--- src/hw/irq_bank_consts.vh ---
`ifndef IRQ_BANK_CONSTS_VH
`define IRQ_BANK_CONSTS_VH

// ------------------------------------------------------------
// bus and word geometry
// ------------------------------------------------------------
`define APB_ADDR_W 8
`define APB_DATA_W 32
`define REG_W 16
`define NUM_WORDS 6
`define RESET_WORD 16'h0000
`define RESET_BUS 32'h0000_0000

// ------------------------------------------------------------
// register byte offsets
// ------------------------------------------------------------
`define OFF_FLAGS_0 8'h00
`define OFF_FLAGS_1 8'h04
`define OFF_FLAGS_4 8'h08
`define OFF_ENABLES_0 8'h0C
`define OFF_ENABLES_1 8'h10
`define OFF_ENABLES_4 8'h14
`define OFF_EVT_STATUS 8'h18
`define OFF_EVT_MASK 8'h1C

// ------------------------------------------------------------
// decoded register indices
// ------------------------------------------------------------
`define IDX_FLAGS_0 4'h0
`define IDX_FLAGS_1 4'h1
`define IDX_FLAGS_4 4'h2
`define IDX_ENABLES_0 4'h3
`define IDX_ENABLES_1 4'h4
`define IDX_ENABLES_4 4'h5
`define IDX_EVT_STATUS 4'h6
`define IDX_EVT_MASK 4'h7
`define IDX_NONE 4'hF

// ------------------------------------------------------------
// implemented bit masks per word
// ------------------------------------------------------------
`define IMPL_WORD_0 16'h3FEF
`define IMPL_WORD_1 16'h20DB
`define IMPL_WORD_4 16'h0002

// ------------------------------------------------------------
// source bit positions, word 0
// ------------------------------------------------------------
`define BIT_ADC_DONE 13
`define BIT_SERIAL_TX 12
`define BIT_SERIAL_RX 11
`define BIT_SSPI_EVENT 10
`define BIT_SSPI_FAULT 9
`define BIT_TIMER_THREE 8
`define BIT_TIMER_TWO 7
`define BIT_COMPARE_TWO 6
`define BIT_CAPTURE_TWO 5
`define BIT_TIMER_ONE 3
`define BIT_COMPARE_ONE 2
`define BIT_CAPTURE_ONE 1
`define BIT_EXT_IRQ_ZERO 0

// ------------------------------------------------------------
// source bit positions, words 1 and 4
// ------------------------------------------------------------
`define BIT_EXT_IRQ_TWO 13
`define BIT_CAPTURE_EIGHT 7
`define BIT_CAPTURE_SEVEN 6
`define BIT_EXT_IRQ_ONE 4
`define BIT_PIN_CHANGE 3
`define BIT_TWOWIRE_MASTER 1
`define BIT_TWOWIRE_SLAVE 0
`define BIT_SERIAL_ERROR 1

// ------------------------------------------------------------
// block event status bits
// ------------------------------------------------------------
`define EVT_W 2
`define EVT_NEW_PENDING 0
`define EVT_BUS_ERROR 1
`define RESET_EVT 2'h0

`endif

--- src/hw/interrupt_flag_enable_bank.v ---
// Decided for this implementation: the register offsets and the APB interface to the registers.
`timescale 1ns/1ps
`default_nettype none
`include "irq_bank_consts.vh"

module interrupt_flag_enable_bank
(
    // clock and reset
    input wire clock,
    input wire rst_n,
    // apb slave port
    input wire psel,
    input wire penable,
    input wire pwrite,
    input wire [`APB_ADDR_W-1:0] paddr,
    input wire [`APB_DATA_W-1:0] pwdata,
    output reg [`APB_DATA_W-1:0] prdata,
    output reg pready,
    output reg pslverr,
    // on-chip set strobes, one-cycle pulses or levels
    input wire adc_done_set,
    input wire serial_tx_set,
    input wire serial_rx_set,
    input wire sspi_event_set,
    input wire sspi_fault_set,
    input wire timer_three_set,
    input wire timer_two_set,
    input wire compare_two_set,
    input wire capture_two_set,
    input wire timer_one_set,
    input wire compare_one_set,
    input wire capture_one_set,
    input wire capture_eight_set,
    input wire capture_seven_set,
    input wire pin_change_set,
    input wire twowire_master_set,
    input wire twowire_slave_set,
    input wire serial_error_set,
    // external interrupt pins, asynchronous
    input wire ext_irq_zero_pin,
    input wire ext_irq_one_pin,
    input wire ext_irq_two_pin,
    // pending requests toward priority logic
    output reg [`REG_W-1:0] pending_0,
    output reg [`REG_W-1:0] pending_1,
    output reg [`REG_W-1:0] pending_4,
    // block interrupt
    output reg irq
);

// ------------------------------------------------------------
// address decode
// ------------------------------------------------------------

// maps a byte address to a register index, unaligned or unknown to none
function [3:0] reg_index;
    input [`APB_ADDR_W-1:0] addr;
    begin
        case (addr)
            `OFF_FLAGS_0: reg_index = `IDX_FLAGS_0;
            `OFF_FLAGS_1: reg_index = `IDX_FLAGS_1;
            `OFF_FLAGS_4: reg_index = `IDX_FLAGS_4;
            `OFF_ENABLES_0: reg_index = `IDX_ENABLES_0;
            `OFF_ENABLES_1: reg_index = `IDX_ENABLES_1;
            `OFF_ENABLES_4: reg_index = `IDX_ENABLES_4;
            `OFF_EVT_STATUS: reg_index = `IDX_EVT_STATUS;
            `OFF_EVT_MASK: reg_index = `IDX_EVT_MASK;
            default: reg_index = `IDX_NONE;
        endcase
    end
endfunction

// implemented-bit mask for one storage word
function [`REG_W-1:0] word_impl;
    input integer k;
    begin
        case (k)
            0: word_impl = `IMPL_WORD_0;
            1: word_impl = `IMPL_WORD_1;
            2: word_impl = `IMPL_WORD_4;
            3: word_impl = `IMPL_WORD_0;
            4: word_impl = `IMPL_WORD_1;
            5: word_impl = `IMPL_WORD_4;
            default: word_impl = `RESET_WORD;
        endcase
    end
endfunction

// register index that writes one storage word
function [3:0] word_index;
    input integer k;
    begin
        case (k)
            0: word_index = `IDX_FLAGS_0;
            1: word_index = `IDX_FLAGS_1;
            2: word_index = `IDX_FLAGS_4;
            3: word_index = `IDX_ENABLES_0;
            4: word_index = `IDX_ENABLES_1;
            5: word_index = `IDX_ENABLES_4;
            default: word_index = `IDX_NONE;
        endcase
    end
endfunction

wire setup_phase;
wire access_done;
wire wr_fire;
wire [3:0] idx;

assign setup_phase = psel & ~penable;
assign access_done = psel & penable & pready;
assign wr_fire = access_done & pwrite & ~pslverr;
assign idx = reg_index(paddr);

// ------------------------------------------------------------
// external pin edges
// ------------------------------------------------------------
wire [2:0] ext_pins;
wire [2:0] ext_rise;

assign ext_pins = {ext_irq_two_pin, ext_irq_one_pin, ext_irq_zero_pin};

// synchronise each pin and catch its rising edge
genvar p;
generate
    for (p = 0; p < 3; p = p + 1)
    begin : g_pin
        irq_pin_sync u_sync
        (
            .clock(clock),
            .rst_n(rst_n),
            .pin(ext_pins[p]),
            .rise(ext_rise[p])
        );
    end
endgenerate

// ------------------------------------------------------------
// hardware set vectors
// ------------------------------------------------------------
reg [`REG_W-1:0] set_0;
reg [`REG_W-1:0] set_1;
reg [`REG_W-1:0] set_4;

// place each source at its documented bit
always @*
begin
    set_0 = `RESET_WORD;
    set_1 = `RESET_WORD;
    set_4 = `RESET_WORD;
    set_0[`BIT_ADC_DONE] = adc_done_set;
    set_0[`BIT_SERIAL_TX] = serial_tx_set;
    set_0[`BIT_SERIAL_RX] = serial_rx_set;
    set_0[`BIT_SSPI_EVENT] = sspi_event_set;
    set_0[`BIT_SSPI_FAULT] = sspi_fault_set;
    set_0[`BIT_TIMER_THREE] = timer_three_set;
    set_0[`BIT_TIMER_TWO] = timer_two_set;
    set_0[`BIT_COMPARE_TWO] = compare_two_set;
    set_0[`BIT_CAPTURE_TWO] = capture_two_set;
    set_0[`BIT_TIMER_ONE] = timer_one_set;
    set_0[`BIT_COMPARE_ONE] = compare_one_set;
    set_0[`BIT_CAPTURE_ONE] = capture_one_set;
    set_0[`BIT_EXT_IRQ_ZERO] = ext_rise[0];
    set_1[`BIT_EXT_IRQ_TWO] = ext_rise[2];
    set_1[`BIT_CAPTURE_EIGHT] = capture_eight_set;
    set_1[`BIT_CAPTURE_SEVEN] = capture_seven_set;
    set_1[`BIT_EXT_IRQ_ONE] = ext_rise[1];
    set_1[`BIT_PIN_CHANGE] = pin_change_set;
    set_1[`BIT_TWOWIRE_MASTER] = twowire_master_set;
    set_1[`BIT_TWOWIRE_SLAVE] = twowire_slave_set;
    set_4[`BIT_SERIAL_ERROR] = serial_error_set;
end

// ------------------------------------------------------------
// flag and enable storage
// ------------------------------------------------------------
wire [`REG_W*`NUM_WORDS-1:0] set_all;
wire [`REG_W*`NUM_WORDS-1:0] word_q;
wire [`REG_W-1:0] wr_word;

// enables have no hardware set, only software writes
assign set_all = {{(`REG_W*3){1'b0}}, set_4, set_1, set_0};
assign wr_word = pwdata[`REG_W-1:0];

// words 0..2 are flags, 3..5 the matching enables
genvar w;
generate
    for (w = 0; w < `NUM_WORDS; w = w + 1)
    begin : g_word
        irq_flag_word
        #(
            .IMPL(word_impl(w))
        )
        u_word
        (
            .clock(clock),
            .rst_n(rst_n),
            .wr_en(wr_fire & (idx == word_index(w))),
            .wr_data(wr_word),
            .set_vec(set_all[w*`REG_W +: `REG_W]),
            .value(word_q[w*`REG_W +: `REG_W])
        );
    end
endgenerate

wire [`REG_W-1:0] flags_0;
wire [`REG_W-1:0] flags_1;
wire [`REG_W-1:0] flags_4;
wire [`REG_W-1:0] enables_0;
wire [`REG_W-1:0] enables_1;
wire [`REG_W-1:0] enables_4;

// named views of the storage words
assign flags_0 = word_q[0*`REG_W +: `REG_W];
assign flags_1 = word_q[1*`REG_W +: `REG_W];
assign flags_4 = word_q[2*`REG_W +: `REG_W];
assign enables_0 = word_q[3*`REG_W +: `REG_W];
assign enables_1 = word_q[4*`REG_W +: `REG_W];
assign enables_4 = word_q[5*`REG_W +: `REG_W];

// ------------------------------------------------------------
// pending requests
// ------------------------------------------------------------
wire [`REG_W-1:0] pend_0_d;
wire [`REG_W-1:0] pend_1_d;
wire [`REG_W-1:0] pend_4_d;
wire new_pending;

// a source pends only with flag and enable both set
assign pend_0_d = flags_0 & enables_0;
assign pend_1_d = flags_1 & enables_1;
assign pend_4_d = flags_4 & enables_4;
assign new_pending = |({pend_4_d, pend_1_d, pend_0_d}
    & ~{pending_4, pending_1, pending_0});

// register pending words toward the priority logic
always @(posedge clock)
begin
    if (!rst_n)
    begin
        pending_0 <= `RESET_WORD;
        pending_1 <= `RESET_WORD;
        pending_4 <= `RESET_WORD;
    end
    else
    begin
        pending_0 <= pend_0_d;
        pending_1 <= pend_1_d;
        pending_4 <= pend_4_d;
    end
end

// ------------------------------------------------------------
// block event status, mask and interrupt
// ------------------------------------------------------------
reg [`EVT_W-1:0] evt_status_q;
reg [`EVT_W-1:0] evt_status_d;
reg [`EVT_W-1:0] evt_mask_q;
reg [`EVT_W-1:0] evt_set;
reg [`EVT_W-1:0] evt_clr;

// sticky status: events set, write-one clears, set wins
always @*
begin
    evt_set = `RESET_EVT;
    evt_set[`EVT_NEW_PENDING] = new_pending;
    evt_set[`EVT_BUS_ERROR] = access_done & pslverr;
    evt_clr = `RESET_EVT;
    if (wr_fire && idx == `IDX_EVT_STATUS)
        evt_clr = pwdata[`EVT_W-1:0];
    evt_status_d = (evt_status_q & ~evt_clr) | evt_set;
end

// status, mask and level interrupt output
always @(posedge clock)
begin
    if (!rst_n)
    begin
        evt_status_q <= `RESET_EVT;
        evt_mask_q <= `RESET_EVT;
        irq <= 1'b0;
    end
    else
    begin
        evt_status_q <= evt_status_d;
        if (wr_fire && idx == `IDX_EVT_MASK)
            evt_mask_q <= pwdata[`EVT_W-1:0];
        irq <= |(evt_status_q & evt_mask_q);
    end
end

// ------------------------------------------------------------
// read data
// ------------------------------------------------------------
reg [`APB_DATA_W-1:0] rd_value;

// select the addressed register, upper bits zero
always @*
begin
    rd_value = `RESET_BUS;
    case (idx)
        `IDX_FLAGS_0: rd_value[`REG_W-1:0] = flags_0;
        `IDX_FLAGS_1: rd_value[`REG_W-1:0] = flags_1;
        `IDX_FLAGS_4: rd_value[`REG_W-1:0] = flags_4;
        `IDX_ENABLES_0: rd_value[`REG_W-1:0] = enables_0;
        `IDX_ENABLES_1: rd_value[`REG_W-1:0] = enables_1;
        `IDX_ENABLES_4: rd_value[`REG_W-1:0] = enables_4;
        `IDX_EVT_STATUS: rd_value[`EVT_W-1:0] = evt_status_q;
        `IDX_EVT_MASK: rd_value[`EVT_W-1:0] = evt_mask_q;
        default: rd_value = `RESET_BUS;
    endcase
end

// ------------------------------------------------------------
// apb handshake: ready in the first access cycle
// ------------------------------------------------------------
always @(posedge clock)
begin
    if (!rst_n)
    begin
        pready <= 1'b0;
        pslverr <= 1'b0;
        prdata <= `RESET_BUS;
    end
    else
    begin
        pready <= setup_phase;
        pslverr <= setup_phase & (idx == `IDX_NONE);
        if (setup_phase)
            prdata <= pwrite ? `RESET_BUS : rd_value;
    end
end

endmodule

`default_nettype wire

--- src/hw/irq_flag_word.v ---
`timescale 1ns/1ps
`default_nettype none
`include "irq_bank_consts.vh"

module irq_flag_word
#(
    parameter [15:0] IMPL = 16'hFFFF
)
(
    // clock and reset
    input wire clock,
    input wire rst_n,
    // software write
    input wire wr_en,
    input wire [15:0] wr_data,
    // hardware set requests
    input wire [15:0] set_vec,
    // stored word
    output reg [15:0] value
);

// ------------------------------------------------------------
// storage: set beats write, unimplemented bits stay zero
// ------------------------------------------------------------
always @(posedge clock)
begin
    if (!rst_n)
        value <= `RESET_WORD;
    else if (wr_en)
        value <= (wr_data | set_vec) & IMPL;
    else
        value <= (value | set_vec) & IMPL;
end

endmodule

`default_nettype wire

--- src/hw/irq_pin_sync.v ---
`timescale 1ns/1ps
`default_nettype none

module irq_pin_sync
(
    // clock and reset
    input wire clock,
    input wire rst_n,
    // asynchronous pin level
    input wire pin,
    // one-cycle pulse on a rising pin edge
    output reg rise
);

reg meta_q;
reg stable_q;
reg prev_q;

// ------------------------------------------------------------
// two-stage synchroniser, then edge detect on the settled level
// ------------------------------------------------------------
always @(posedge clock)
begin
    if (!rst_n)
    begin
        meta_q <= 1'b0;
        stable_q <= 1'b0;
        prev_q <= 1'b0;
        rise <= 1'b0;
    end
    else
    begin
        meta_q <= pin;
        stable_q <= meta_q;
        prev_q <= stable_q;
        rise <= stable_q & ~prev_q;
    end
end

endmodule

`default_nettype wire
--- config.mk ---
export PLATFORM = sky130hd
export DESIGN_NAME = interrupt_flag_enable_bank
export DESIGN_NICKNAME = d
export VERILOG_FILES = /design/src/hw/interrupt_flag_enable_bank.v /design/src/hw/irq_flag_word.v /design/src/hw/irq_pin_sync.v
export VERILOG_INCLUDE_DIRS = /design/src /design/src/hw
export SDC_FILE = /design/constraint.sdc
export NUM_CORES = 1
export LEC_CHECK = 0
export BUFFER_PORTS_ARGS = -buffer_cell sky130_fd_sc_hd__buf_2
export CAP_MARGIN = 20
export CORE_MARGIN = 2
export CORE_UTILIZATION = 30
export CTS_BUF_LIST = sky130_fd_sc_hd__clkbuf_8
export DETAILED_ROUTE_END_ITERATION = 7
export HOLD_SLACK_MARGIN = 0.08
export PLACE_DENSITY = 0.53
export SKIP_CTS_REPAIR_TIMING = 1
export SYNTH_ARGS = -nofsm -noshare
export SYNTH_HDL_FRONTEND = slang
export SYNTH_SLANG_ARGS = --single-unit
--- constraint.sdc ---
create_clock -name clock -period 4.2 [get_ports clock]
set_clock_uncertainty 0.2 [all_clocks]
set_input_delay 0.42 -clock clock [delete_from_list [all_inputs] [get_ports clock]]
set_output_delay 0.42 -clock clock [all_outputs]
set_load 0.02 [all_outputs]
==> impl_metrics.env <==
export IMPL_final_core_util=0.355
export IMPL_hold_viol_final=0
export IMPL_powerDensity_nw_per_um2=344
export IMPL_worstHoldPathType="in -> reg"
export IMPL_avgSynthCellArea_um2=8.96
export IMPL_tightest_slew_ps=966
export IMPL_arrival_ps=2370
export IMPL_fin_tns_setup_ps=0
export IMPL_synth_largest_area_cell="dfxtp_1"
export IMPL_yosys_warnings=0
export IMPL_synth_area_um2=4190
export IMPL_period_needed_ps=2340
export IMPL_syn_to_final_growth_pct=16.7
export IMPL_grt_usage=0.154
export IMPL_layout_nets=617
export IMPL_status="finished clean"
export IMPL_drt_wirelength_per_cell_um=15.7
export IMPL_dr_pass1_iters=4
export IMPL_viasPerCell=4.74
export IMPL_startpoint_type="input pin"
export IMPL_htreeDepth=3
export IMPL_grt_ovfl_total=0
export IMPL_grt_pass1_wl_mm=17.4
export IMPL_boundaryPins=149
export IMPL_worstPathMaxFanout=35
export IMPL_clock_path_buffers=2
export IMPL_first_iter_violations=242
export IMPL_wirelength_mm=11.5
export IMPL_grt_start_max_net_pins=69
export IMPL_yosysMostFrequentCell="dfxtp_1"
export IMPL_use_met2=0.258
export IMPL_crit_required_ps=4230
export IMPL_worst_hold_slack_ps=83.0
export IMPL_drive_above_1_share=0.212
export IMPL_cts_tree="done"
export IMPL_synth_top_area_share=0.458
export IMPL_regArea_um2=1920
export IMPL_fill_cells=1487
export IMPL_grt_busiest_layer="met2"
export IMPL_yosys_top_cells_count="96 x dfxtp_1, 47 x a21oi_1, 46 x buf_4, 36 x nand2_1, 31 x o21ai_0"
export IMPL_period_share=0.556
export IMPL_vdd_drop_max_mv=0.151
export IMPL_ant_nets=0
export IMPL_port_buffers=85
export IMPL_start_util=0.304
export IMPL_die_y_um=122
export IMPL_core_area_um2=13800
export IMPL_die_area_um2=14900
export IMPL_ys_seq_elements=96
export IMPL_yosysSeqAreaShare=0.458
export IMPL_row_count=43
export IMPL_syn_inst=468
export IMPL_crit_chain="buf_2, or4bb_1, nor4_4, mux2i_1, a21oi_1"
export IMPL_antenna_found_initial=0
export IMPL_synth_edff_count=0
export IMPL_relSlewSlack=0.356
export IMPL_cts_sinks=96
export IMPL_cap_viol_max_count=0
export IMPL_diodes=0
export IMPL_globalRouteMet3Util=0.0488
export IMPL_clk_root_buffer_cell="clkbuf_8"
export IMPL_synthDistinctLibCells=40
export IMPL_die_width_um=122
export IMPL_synthFlopType="dfxtp_1"
export IMPL_setup_violations=0
export IMPL_path_class="in -> reg"
export IMPL_dp_hpwl_mm=8.09
export IMPL_grt_pass1_vias=3229
export IMPL_cp_slowest_cell="nor4_4"
export IMPL_drv_slew=0
export IMPL_rsz0062_at_grt="no"
export IMPL_crit_path_max_incr_delay_ps=640
export IMPL_path_clk_slew_ps=90
export IMPL_ys_async_sr_fraction=0
export IMPL_drc_errors=0
export IMPL_numCtsBuffers=9
export IMPL_gp_congestion=0.824
export IMPL_clock_latency_ps=380
export IMPL_use_met1=0.185
export IMPL_max_freq_ghz=0.428
export IMPL_end_kind="flip-flop"
export IMPL_synth_area_leaders="dfxtp_1 46%, buf_4 8.2%, mux2i_1 6.9%"
export IMPL_leakage_nw=2.06
export IMPL_vias=3485
export IMPL_power_mw=1.68
export IMPL_multi_input_comb_area_um2=1870
worst paths after layout:
check / start / slack, ps / endpoint / cells after the start
hold reg to reg: g_pin[2].u_sync.prev_q / 190 / g_pin[2].u_sync.rise / 1
hold / removal: timer_one_set / 80 / g_word[0].u_word.value[3] / 3
setup reg to reg: pready / 1890 / g_word[1].u_word.value[6] / 4
setup / recovery: paddr[4] / 1860 / g_word[1].u_word.value[6] / 5
power breakdown:
| part | leakage, nW | switching (mW) | internal, mW |
|---|---|---|---|
| registers | 0.781 | 0.0124 | 0.928 |
| logic | 1.18 | 0.112 | 0.0511 |
| clock network | 0.103 | 0.322 | 0.259 |
| total | 2.06 | 0.446 | 1.24 |
cells by family after synthesis:
kind of cell    Yosys count  share of synthesized area
compound gates          113                      0.154
buf+inv                 102                      0.135
flops                    96                      0.458
mux                      32                     0.0827
other cells               1                   0.000894
simple gates            124                      0.169
layout by cell type, fill, tap and decap left out, types with 2 or more instances in the layout:
cell type,n
o21ai_0,31
nand3b_1,3
buf_2,85
buf_4,6
inv_1,26
nand2b_1,2
nand3_1,2
clkinv_2,3
a21oi_1,47
nor2_1,27
or4_4,3
and2_1,10
conb_1,45
clkbuf_8,12
nand2_1,36
nand4_1,24
nand4b_1,2
a22oi_1,8
nor2b_1,4
a22o_1,7
dfxtp_1,96
o22ai_1,14
nor4_4,4
mux4_2,2
dlygate4sd3_1,12
nor4_1,2
clkinv_1,2
mux2i_1,29
area by class of cell:
| class | count | share of cell area |
|---|---|---|
| multi-input combinational | 314 | 0.382 |
| clock buffer | 12 | 0.0338 |
| tap | 180 | 0.0460 |
| inverter | 27 | 0.0207 |
| sequential | 96 | 0.393 |
| clock inverter | 4 | 0.00384 |
| timing repair buffer | 103 | 0.121 |
layer usage:
layer	up-vias	part of all wire	routed length (um)
met2	122	0.50	5740
li1	1701	-	-
met5	-	0	0
met4	0	0.021	245
met3	19	0.061	706
met1	1643	0.42	4860
per-stage QoR:
stage / setup slack (ps) / area (um^2) / cells
after detailed placement: 1480 / 4580 / 707
after global placement: 1500 / 4580 / 707
after floorplan: 1870 / 4360 / 512
after global routing: 1800 / 4890 / 736
final: 1860 / 4890 / 736
after CTS: 1870 / 4760 / 723
registers in the layout (all words and copies together), names as in the netlist, 2 cells and up:
signal,cells
prdata,14
pending_1,7
g_pin.u_sync.stable_q,3
g_pin.u_sync.meta_q,3
g_word.u_word.value,42
pending_0,13
g_pin.u_sync.prev_q,3
evt_mask_q,2
evt_status_q,2
g_pin.u_sync.rise,3
critical path: cells and delay by family:
family | cells | cell delay [ps]
AO/OA/AOI/OAI | 1 | 90
buffers and inverters | 1 | 320
AND/OR/NAND/NOR | 2 | 1250
multiplexers | 1 | 280
No activity file was read; power rests on OpenSTA's default activity.
